**src/include/tae_map.svh**
```systemverilog
/*
 File: offsets, field positions, reset values and timing figures of the thermal alarm logic.
 Assumes: it is included by its bare name, once per compile unit or behind the guard.
*/
`ifndef TAE_MAP_SVH
`define TAE_MAP_SVH

// Register pointer values
`define TAE_OFS_CONFIG        8'h01
`define TAE_OFS_UPPER         8'h02
`define TAE_OFS_LOWER         8'h03
`define TAE_OFS_CRIT          8'h04
`define TAE_OFS_TEMP          8'h05

// Configuration field positions
`define TAE_CFG_MODE          0
`define TAE_CFG_POL           1
`define TAE_CFG_CRIT_ONLY     2
`define TAE_CFG_ENABLE        3
`define TAE_CFG_STATUS        4
`define TAE_CFG_CLEAR         5
`define TAE_CFG_HYST_LO       9
`define TAE_CFG_HYST_HI       10

// Temperature reading flag positions
`define TAE_TMP_CRIT          15
`define TAE_TMP_ABOVE         14
`define TAE_TMP_BELOW         13

// Reset values
`define TAE_RST_WORD          16'h0000
`define TAE_RST_TEMP          13'h0000
`define TAE_RST_HYST          2'h0
`define TAE_RST_WARM          3'h0

// Hysteresis in 0.0625 degree steps: 0, 1.5, 3 and 6 degrees
`define TAE_HYST_0            14'h0000
`define TAE_HYST_1P5          14'h0018
`define TAE_HYST_3            14'h0030
`define TAE_HYST_6            14'h0060

// Conversion period
`define TAE_CONV_PERIOD_MS    125
`define TAE_CLK_KHZ           100000
`define TAE_CNT_ZERO          24'h000000

`endif

```
**src/include/tae_pkg.sv**
```systemverilog
/*
 File: types shared by the thermal alarm logic.
 Assumes: compiled before every module of the block.
*/
package tae_pkg;

  typedef logic [12:0] tae_temp_t;

  // Alarm output state, one-hot
  typedef enum logic [2:0] {
    TAE_ALM_OFF  = 3'h1,
    TAE_ALM_ON   = 3'h2,
    TAE_ALM_CRIT = 3'h4
  } tae_alarm_e;

endpackage

```
**src/logic/tae_top.sv**
```systemverilog
/*
 File: thermal alarm logic - limit registers, conversion pacing, window and critical
 comparison, open-drain alarm output and temperature read snapshot.
 Assumes: a bus engine on clk_sys_i presents register accesses as one-cycle strobes; the
 converter toggles conv_toggle_i once per finished conversion and holds conv_temp_i steady
 from before the toggle until the next start request.
*/
// How it works
// - Upper limit at 02h, lower at 03h
// - Critical limit at 04h, with hysteresis
// - Hysteresis delays leaving above or critical, lowers lower limit
// - Enabled output triggers on window crossings
// - Critical asserts output until temperature drops
// - Critical ignores clear bit and alert response
// - Comparator asserts while outside the window
// - Critical-only mode follows only critical limit
// - Comparator output unaffected by register access
// - Interrupt asserts on crossing, clear-bit deasserts
// - Interrupt reasserts at critical, drops leaving it
// - Critical band forces comparator, ignores mode bit
// - Reading carries critical, above, below flags
// - Limit write skips one conversion before comparing
// - Non-critical interrupt clears by bit or alert
// - Conversion started every 125 ms
// - Read returns newest completed conversion
// - Read data frozen for whole transfer
// - Config bits select mode, bands, hysteresis
// - Four hysteresis amounts 0/1.5/3/6 degrees
// - Config bit 1 selects output polarity
// - Bit 4 shows alarm, bit 5 clears
`include "tae_map.svh"

module tae_top #(
  parameter int unsigned CONV_CYCLES = `TAE_CONV_PERIOD_MS * `TAE_CLK_KHZ
) (
  input  wire logic               clk_sys_i,
  input  wire logic               rst_n_i,
  input  wire logic               reg_wr_i,
  input  wire logic               reg_rd_start_i,
  input  wire logic [7:0]         reg_ptr_i,
  input  wire logic [15:0]        reg_wdata_i,
  input  wire logic               alert_resp_i,
  input  wire logic               conv_toggle_i,
  input  wire tae_pkg::tae_temp_t conv_temp_i,
  output logic [15:0]             reg_rdata_o,
  output logic                    conv_start_o,
  output logic                    alarm_o,
  output logic                    alarm_oe_n_o
);

  logic                 rst_meta_r;
  logic                 rst_n_r;
  logic                 conv_sync;
  logic                 conv_seen_r;
  logic                 conv_land;
  logic [2:0]           conv_warm_r;
  logic [23:0]          conv_cnt_r;
  tae_pkg::tae_temp_t   upper_r;
  tae_pkg::tae_temp_t   lower_r;
  tae_pkg::tae_temp_t   crit_r;
  tae_pkg::tae_temp_t   temp_r;
  logic                 mode_int_r;
  logic                 pol_high_r;
  logic                 crit_only_r;
  logic                 enable_r;
  logic [1:0]           hyst_r;
  logic                 hold_r;
  logic                 crit_flag_r;
  logic                 above_r;
  logic                 below_r;
  logic                 crit_nxt;
  logic                 above_nxt;
  logic                 below_nxt;
  logic                 flags_upd;
  logic                 crossing;
  logic                 clear_req;
  logic                 wr_cfg;
  logic                 wr_limit;
  tae_pkg::tae_alarm_e  alarm_r;
  tae_pkg::tae_alarm_e  alarm_nxt;
  logic                 asserted;
  logic [15:0]          temp_word;
  logic [15:0]          cfg_word;
  logic [15:0]          rd_sel;

  // Reset released through two flops
  always_ff @(posedge clk_sys_i or negedge rst_n_i) begin
    if (!rst_n_i) begin
      rst_meta_r <= 1'b0;
      rst_n_r    <= 1'b0;
    end else begin
      rst_meta_r <= 1'b1;
      rst_n_r    <= rst_meta_r;
    end
  end

  tae_sync u_conv_sync (
    .clk_sys_i (clk_sys_i),
    .rst_n_i   (rst_n_r),
    .async_i   (conv_toggle_i),
    .sync_o    (conv_sync)
  );

  // Detector stays blind until the synchroniser holds the pin level,
  // so a toggle left high across a reset is not taken for a conversion
  always_ff @(posedge clk_sys_i or negedge rst_n_r) begin
    if (!rst_n_r) begin
      conv_seen_r <= 1'b0;
      conv_warm_r <= `TAE_RST_WARM;
    end else begin
      conv_seen_r <= conv_sync;
      conv_warm_r <= {conv_warm_r[1:0], 1'b1};
    end
  end

  // Any toggle edge marks a finished conversion
  assign conv_land = conv_warm_r[2] && (conv_sync ^ conv_seen_r);

  // Conversion pacing, one start per period
  always_ff @(posedge clk_sys_i or negedge rst_n_r) begin
    if (!rst_n_r) begin
      conv_cnt_r   <= `TAE_CNT_ZERO;
      conv_start_o <= 1'b0;
    end else if (conv_cnt_r == 24'(CONV_CYCLES - 1)) begin
      conv_cnt_r   <= `TAE_CNT_ZERO;
      conv_start_o <= 1'b1;
    end else begin
      conv_cnt_r   <= conv_cnt_r + 24'h000001;
      conv_start_o <= 1'b0;
    end
  end

  assign wr_cfg   = reg_wr_i && (reg_ptr_i == `TAE_OFS_CONFIG);
  assign wr_limit = reg_wr_i && ((reg_ptr_i == `TAE_OFS_UPPER) || (reg_ptr_i == `TAE_OFS_LOWER)
                                 || (reg_ptr_i == `TAE_OFS_CRIT));

  // Limit registers
  always_ff @(posedge clk_sys_i or negedge rst_n_r) begin
    if (!rst_n_r) begin
      upper_r <= `TAE_RST_TEMP;
      lower_r <= `TAE_RST_TEMP;
      crit_r  <= `TAE_RST_TEMP;
    end else if (reg_wr_i) begin
      if (reg_ptr_i == `TAE_OFS_UPPER) begin
        upper_r <= reg_wdata_i[12:0];
      end else if (reg_ptr_i == `TAE_OFS_LOWER) begin
        lower_r <= reg_wdata_i[12:0];
      end else if (reg_ptr_i == `TAE_OFS_CRIT) begin
        crit_r  <= reg_wdata_i[12:0];
      end
    end
  end

  // Configuration; mode and band bits are frozen while the output stays enabled
  always_ff @(posedge clk_sys_i or negedge rst_n_r) begin
    if (!rst_n_r) begin
      mode_int_r  <= 1'b0;
      pol_high_r  <= 1'b0;
      crit_only_r <= 1'b0;
      enable_r    <= 1'b0;
      hyst_r      <= `TAE_RST_HYST;
    end else if (wr_cfg) begin
      if (!(enable_r && reg_wdata_i[`TAE_CFG_ENABLE])) begin
        mode_int_r  <= reg_wdata_i[`TAE_CFG_MODE];
        crit_only_r <= reg_wdata_i[`TAE_CFG_CRIT_ONLY];
      end
      pol_high_r <= reg_wdata_i[`TAE_CFG_POL];
      enable_r   <= reg_wdata_i[`TAE_CFG_ENABLE];
      hyst_r     <= reg_wdata_i[`TAE_CFG_HYST_HI:`TAE_CFG_HYST_LO];
    end
  end

  // New limits wait out one conversion; a write beside a landing keeps the hold
  always_ff @(posedge clk_sys_i or negedge rst_n_r) begin
    if (!rst_n_r) begin
      hold_r <= 1'b0;
    end else if (wr_limit) begin
      hold_r <= 1'b1;
    end else if (conv_land) begin
      hold_r <= 1'b0;
    end
  end

  assign flags_upd = conv_land && !hold_r;

  tae_compare u_compare (
    .temp_i      (conv_temp_i),
    .upper_i     (upper_r),
    .lower_i     (lower_r),
    .crit_i      (crit_r),
    .hyst_sel_i  (hyst_r),
    .above_i     (above_r),
    .crit_i_flag (crit_flag_r),
    .crit_o      (crit_nxt),
    .above_o     (above_nxt),
    .below_o     (below_nxt)
  );

  // Latest temperature refreshed per conversion; its flags skip the one held after a limit write
  always_ff @(posedge clk_sys_i or negedge rst_n_r) begin
    if (!rst_n_r) begin
      temp_r      <= `TAE_RST_TEMP;
      crit_flag_r <= 1'b0;
      above_r     <= 1'b0;
      below_r     <= 1'b0;
    end else begin
      if (conv_land) begin
        temp_r <= conv_temp_i;
      end
      if (flags_upd) begin
        crit_flag_r <= crit_nxt;
        above_r     <= above_nxt;
        below_r     <= below_nxt;
      end
    end
  end

  assign crossing  = flags_upd && ((above_nxt != above_r) || (below_nxt != below_r));
  assign clear_req = (wr_cfg && reg_wdata_i[`TAE_CFG_CLEAR]) || alert_resp_i;

  // Output state; a crossing outranks a clear in the same cycle
  always_comb begin
    alarm_nxt = alarm_r;
    if (!enable_r) begin
      alarm_nxt = tae_pkg::TAE_ALM_OFF;
    end else if (crit_flag_r) begin
      alarm_nxt = tae_pkg::TAE_ALM_CRIT;
    end else if (crit_only_r) begin
      alarm_nxt = tae_pkg::TAE_ALM_OFF;
    end else if (!mode_int_r) begin
      alarm_nxt = (above_r || below_r) ? tae_pkg::TAE_ALM_ON : tae_pkg::TAE_ALM_OFF;
    end else begin
      case (alarm_r)
        tae_pkg::TAE_ALM_CRIT: begin
          alarm_nxt = tae_pkg::TAE_ALM_OFF;
        end
        tae_pkg::TAE_ALM_ON: begin
          if (crossing) begin
            alarm_nxt = tae_pkg::TAE_ALM_ON;
          end else if (clear_req) begin
            alarm_nxt = tae_pkg::TAE_ALM_OFF;
          end
        end
        default: begin
          if (crossing) begin
            alarm_nxt = tae_pkg::TAE_ALM_ON;
          end
        end
      endcase
    end
  end

  always_ff @(posedge clk_sys_i or negedge rst_n_r) begin
    if (!rst_n_r) begin
      alarm_r <= tae_pkg::TAE_ALM_OFF;
    end else begin
      alarm_r <= alarm_nxt;
    end
  end

  assign asserted = (alarm_r != tae_pkg::TAE_ALM_OFF);

  // Open-drain pin: data is always low, only the enable moves
  always_ff @(posedge clk_sys_i or negedge rst_n_r) begin
    if (!rst_n_r) begin
      alarm_o      <= 1'b0;
      alarm_oe_n_o <= 1'b1;
    end else begin
      alarm_o      <= 1'b0;
      alarm_oe_n_o <= !(enable_r && (asserted != pol_high_r));
    end
  end

  // A conversion landing with the read start is taken along with its flags
  always_comb begin
    temp_word = {crit_flag_r, above_r, below_r, temp_r};
    if (conv_land) begin
      temp_word[12:0] = conv_temp_i;
    end
    if (flags_upd) begin
      temp_word[`TAE_TMP_CRIT]  = crit_nxt;
      temp_word[`TAE_TMP_ABOVE] = above_nxt;
      temp_word[`TAE_TMP_BELOW] = below_nxt;
    end
    cfg_word                          = `TAE_RST_WORD;
    cfg_word[`TAE_CFG_MODE]           = mode_int_r;
    cfg_word[`TAE_CFG_POL]            = pol_high_r;
    cfg_word[`TAE_CFG_CRIT_ONLY]      = crit_only_r;
    cfg_word[`TAE_CFG_ENABLE]         = enable_r;
    cfg_word[`TAE_CFG_STATUS]         = asserted;
    cfg_word[`TAE_CFG_HYST_HI:`TAE_CFG_HYST_LO] = hyst_r;
    if (reg_ptr_i == `TAE_OFS_CONFIG) begin
      rd_sel = cfg_word;
    end else if (reg_ptr_i == `TAE_OFS_UPPER) begin
      rd_sel = {3'h0, upper_r};
    end else if (reg_ptr_i == `TAE_OFS_LOWER) begin
      rd_sel = {3'h0, lower_r};
    end else if (reg_ptr_i == `TAE_OFS_CRIT) begin
      rd_sel = {3'h0, crit_r};
    end else if (reg_ptr_i == `TAE_OFS_TEMP) begin
      rd_sel = temp_word;
    end else begin
      rd_sel = `TAE_RST_WORD;
    end
  end

  // Snapshot at read start; both bytes come from this one word
  always_ff @(posedge clk_sys_i or negedge rst_n_r) begin
    if (!rst_n_r) begin
      reg_rdata_o <= `TAE_RST_WORD;
    end else if (reg_rd_start_i) begin
      reg_rdata_o <= rd_sel;
    end
  end

endmodule // tae_top

```
**src/logic/tae_sync.sv**
```systemverilog
/*
 File: two-flop level synchroniser.
 Assumes: the input comes from another clock domain; reset is already synchronous-released.
*/
module tae_sync (
  input  wire logic clk_sys_i,
  input  wire logic rst_n_i,
  input  wire logic async_i,
  output logic      sync_o
);

  logic meta_r;

  // First flop is read only by the second
  always_ff @(posedge clk_sys_i or negedge rst_n_i) begin
    if (!rst_n_i) begin
      meta_r <= 1'b0;
      sync_o <= 1'b0;
    end else begin
      meta_r <= async_i;
      sync_o <= meta_r;
    end
  end

endmodule // tae_sync

```
**src/logic/tae_compare.sv**
```systemverilog
/*
 File: threshold comparison with hysteresis for one conversion result.
 Assumes: temperatures are 13-bit two's complement in 0.0625 degree steps.
*/
`include "tae_map.svh"

module tae_compare (
  input  wire tae_pkg::tae_temp_t temp_i,
  input  wire tae_pkg::tae_temp_t upper_i,
  input  wire tae_pkg::tae_temp_t lower_i,
  input  wire tae_pkg::tae_temp_t crit_i,
  input  wire logic [1:0]         hyst_sel_i,
  input  wire logic               above_i,
  input  wire logic               crit_i_flag,
  output logic                    crit_o,
  output logic                    above_o,
  output logic                    below_o
);

  logic signed [13:0] t_s;
  logic signed [13:0] u_s;
  logic signed [13:0] l_s;
  logic signed [13:0] c_s;
  logic signed [13:0] h_s;

  // One extra bit keeps limit minus hysteresis from wrapping
  always_comb begin
    t_s = $signed({temp_i[12], temp_i});
    u_s = $signed({upper_i[12], upper_i});
    l_s = $signed({lower_i[12], lower_i});
    c_s = $signed({crit_i[12], crit_i});
    case (hyst_sel_i)
      2'h0:    h_s = $signed(`TAE_HYST_0);
      2'h1:    h_s = $signed(`TAE_HYST_1P5);
      2'h2:    h_s = $signed(`TAE_HYST_3);
      default: h_s = $signed(`TAE_HYST_6);
    endcase
    crit_o  = crit_i_flag ? (t_s >= c_s - h_s) : (t_s >= c_s);
    above_o = above_i ? (t_s > u_s - h_s) : (t_s > u_s);
    below_o = (t_s < l_s - h_s);
  end

endmodule // tae_compare

```
**config.mk**
```make
export PLATFORM = sky130hd
export DESIGN_NAME = tae_top
export DESIGN_NICKNAME = d
export VERILOG_FILES = /design/src/include/tae_pkg.sv /design/src/logic/tae_top.sv /design/src/logic/tae_sync.sv /design/src/logic/tae_compare.sv
export VERILOG_INCLUDE_DIRS = /design/src /design/src/include
export SDC_FILE = /design/constraint.sdc
export NUM_CORES = 1
export LEC_CHECK = 0
export BUFFER_PORTS_ARGS = -buffer_cell sky130_fd_sc_hd__buf_2
export CAP_MARGIN = 30
export CELL_PAD_IN_SITES_DETAIL_PLACEMENT = 0
export CELL_PAD_IN_SITES_GLOBAL_PLACEMENT = 2
export CORE_ASPECT_RATIO = 1.4
export CORE_MARGIN = 3
export CORE_UTILIZATION = 39
export DETAILED_ROUTE_END_ITERATION = 10
export HOLD_SLACK_MARGIN = 0.1
export PLACE_DENSITY_LB_ADDON = 0.1
export SYNTH_ARGS = -nofsm -noshare
export SYNTH_HDL_FRONTEND = slang
export SYNTH_SLANG_ARGS = --single-unit
export TNS_END_PERCENT = 10
```
**constraint.sdc**
```tcl
create_clock -name clk_sys_i -period 4.7 [get_ports clk_sys_i]
set_input_delay 0.94 -clock clk_sys_i [delete_from_list [all_inputs] [get_ports clk_sys_i]]
set_output_delay 0.94 -clock clk_sys_i [all_outputs]
set_load 0.005 [all_outputs]
```
==> flow_summary.json <==
{
  "drt_first_pass_iters": 6,
  "dp_cells": 1017,
  "fin_area_um2": 8642,
  "synth_top_area_cell": "dfrtp_1",
  "power.internal_uw": 2122,
  "placement.io_buffers": 57,
  "post_drt_wl_per_cell_um": 19.55,
  "p_comb_share_pct": 23.3,
  "synth_edf_count": 0,
  "grt_max_degree": 72,
  "ys_types": 65,
  "synthArstFlopShare_pct": 100.0,
  "slew_headroom_pct": 35.34,
  "max_stage_delay_ns": 0.41,
  "layout_commonest_cell": "dfrtp_1",
  "top_level_ports": 62,
  "syn_area_um2": 7274,
  "required_ns": 5.05,
  "fillers": 1762,
  "endpoint_kind": "flip-flop",
  "startpoint_type": "flip-flop",
  "die_width_um": 121.4,
  "htree_levels": 4,
  "syn_area_per_cell_um2": 10.13,
  "instances_no_fill": 1051,
  "drt_iter0_markers": 210,
  "clkPwrFrac_pct": 39.6,
  "path_buf_inv": 4,
  "numCtsBuffers": 17,
  "vdd_drop_max_mv": 0.2453,
  "core_um2": 18140,
  "antenna_found_initial": 0,
  "layout.nets": 918,
  "seqPwrFrac_pct": 37.1,
  "status": "complete, no violations",
  "die_area_um2": 20350,
  "insertion_delay_ns": 0.41,
  "clock_skew_ns": 0.008470,
  "r2r_setup_slack_ns": 0.24,
  "cts_sinks": 115,
  "fin_crit_ns": 4.456,
  "drc": 0,
  "slew_viol_final": 0,
  "dp_hpwl_um": 15680,
  "drv_cap": 0,
  "path_max_fanout": 4,
  "track_usage_pct": 20.65,
  "fp.dieH_um": 167.6,
  "leakagePower_uw": 0.003941,
  "setup_viol": 0,
  "yosys_most_used_dff": "dfrtp_1",
  "seq_area_um2": 2884,
  "ant_nets": 0,
  "rows": 58,
  "ctsHoldBuffers": 0,
  "synth_top_area_share_pct": 38.87,
  "wl_um": 20540,
  "utilization_pct": 47.63,
  "total_power_uw": 3056,
  "hold_viol": 0,
  "crit_path_top_delay_cell": "fa_1",
  "multi_input_area_um2": 4260,
  "startpoint": "hyst_r[1]$_DFFE_PN0P_",
  "diodes": 0,
  "hp-class": "in -> async",
  "worst_hold_slack_ns": 0.3006,
  "num_vias": 5669,
  "r2r-end": "alarm_r[2]$_DFFE_PN0P_",
  "cts_root_buf": "clkbuf_16",
  "r2r_start": "hyst_r[1]$_DFFE_PN0P_",
  "p_per_area_nw_per_um2": 353.7,
  "drive_above_1_share_pct": 23.30,
  "path_cells": "inv_1 -> ha_2 -> ha_1 -> inv_1 -> fa_1 -> maj3_2 -> a2111oi_2 -> buf_4 -> nand2_1 -> xor2_1 -> ha_1 -> a21oi_1 -> o22ai_1 -> a211o_1 -> a21o_1 -> a211oi_4 -> o21ai_4 -> buf_4 -> a211oi_2 -> o21a_1",
  "switching_share_pct": 30.58,
  "cts_tree": "done",
  "ys_ff_latch": 115,
  "clock_path_buffers": 2,
  "grt_pass1_wl_um": 32170,
  "final_cell_mix": "dfrtp_1, ha_1, nor2_1, buf_2",
  "cp_top_family": "compound AO/OA/AOI/OAI gates",
  "synth_cells": 718,
  "routed_via_density": 5.394,
  "fmax_mhz": 224.4,
  "overflow": 0,
  "clkTransAtPathRegs_ns": 0.06,
  "crit_type": "reg -> reg",
  "grt_pass1_vias": 5900,
  "yosys_warnings": 0,
  "dpl-instance-area_um2": 7931,
  "gp_congestion": 0.8368,
  "p_switching_uw": 934.7,
  "worstPathArrival_ns": 4.80,
  "syn_to_final_growth_pct": 18.80,
  "ys_seq_area_share_pct": 39.59,
  "initial_core_util_pct": 40.10,
  "fin_crit_sh_pct": 94.82,
  "tightest_slew_ns": 0.9670,
  "r2r_cells": 20,
  "yosys-top-cells-area": "dfrtp_1, ha_1, mux2_2"
}
==> kinds of logic after synthesis <==
logic type	synth area share, %
flops	39.59
xor+xnor	5.900
compound gates	13.21
other cells	0.1032
fa+ha+maj	13.97
buf+inv	3.818
mux	10.42
simple gates	12.99
==> Yosys cell counts (all sizes together) (7+ instances only) <==
| master | instances |
|---|---|
| nand2b | 8 |
| xor2 | 17 |
| mux2i | 15 |
| dfrtp | 113 |
| a211oi | 8 |
| nand3 | 24 |
| inv | 53 |
| ha | 74 |
| clkbuf | 8 |
| nor3 | 14 |
| a31oi | 8 |
| and3 | 9 |
| a2111oi | 7 |
| xnor2 | 32 |
| a21oi | 33 |
| nand4 | 11 |
| mux2 | 54 |
| o21ai | 20 |
| nor2 | 61 |
| nand2 | 50 |
| buf | 9 |
| a21o | 16 |
==> power groups by stage <==
stage | Combinational (µW) | Clock, µW | Sequential (µW)
6_report | 711 | 1210 | 1130
5_1_grt | 792 | 1290 | 1150
4_1_cts | 666 | 1250 | 1130
3_5_place_dp | 660 | 0 | 1150
3_3_place_gp | 643 | 0 | 1150
2_1_floorplan | 449 | 0 | 1130
==> sequential cells by signal (all words and copies together), names as in the netlist, 2 cells and up <==
name	count
temp_r	13
reg_rdata_o	16
alarm_r	3
upper_r	13
lower_r	13
crit_r	13
conv_warm_r	3
conv_cnt_r	24
hyst_r	2
==> final cells by class <==
cell class	instances	share of cell area, %
Multi-Input combinational cell	533	49.30
Tap cell	240	3.475
Clock inverter	12	1.260
Sequential cell	115	33.37
Clock buffer	20	5.169
Inverter	54	2.345
Timing Repair Buffer	77	5.082
==> metal layers <==
metal / GRT usage, % / vias to the layer above / routed length, µm
met1: 25.11 / 2813 / 8772
met3: 2.568 / 31 / 434
met2: 36.68 / 76 / 10650
li1: - / 2749 / -
met4: 8.191 / 0 / 690
met5: 0 / - / 0
==> per-stage QoR <==
| stage | TNS [ns] | worst slack (ns) |
|---|---|---|
| floorplan | 0 | 0.2420 |
| global placement | 0 | 0.06025 |
| detailed placement | -0.003198 | -0.003198 |
| CTS | 0 | 0.01503 |
| global route | -0.008803 | -0.008376 |
| finish | 0 | 0.2435 |
==> worst max path at each step <==
stage          slack [ns]                      to  cells past startpoint
6_report             0.24  alarm_r[2]$_DFFE_PN0P_                     20
5_1_grt            -0.008  alarm_r[0]$_DFFE_PN1P_                     19
4_1_cts              0.02  alarm_r[0]$_DFFE_PN1P_                     19
3_5_place_dp       -0.003  alarm_r[0]$_DFFE_PN1P_                     19
3_3_place_gp         0.06  alarm_r[1]$_DFFE_PN0P_                     19
2_1_floorplan        0.24  alarm_r[0]$_DFFE_PN1P_                     17
==> what timing repair did <==
item,CTS,global route
endpoints found under the setup margin,2,5
cloned,0,0
setup buffers,0,2
pin swaps,0,9
endpoints found under the hold margin,0,0
resized for setup,2,22
No activity file was read; power rests on OpenSTA's default activity.
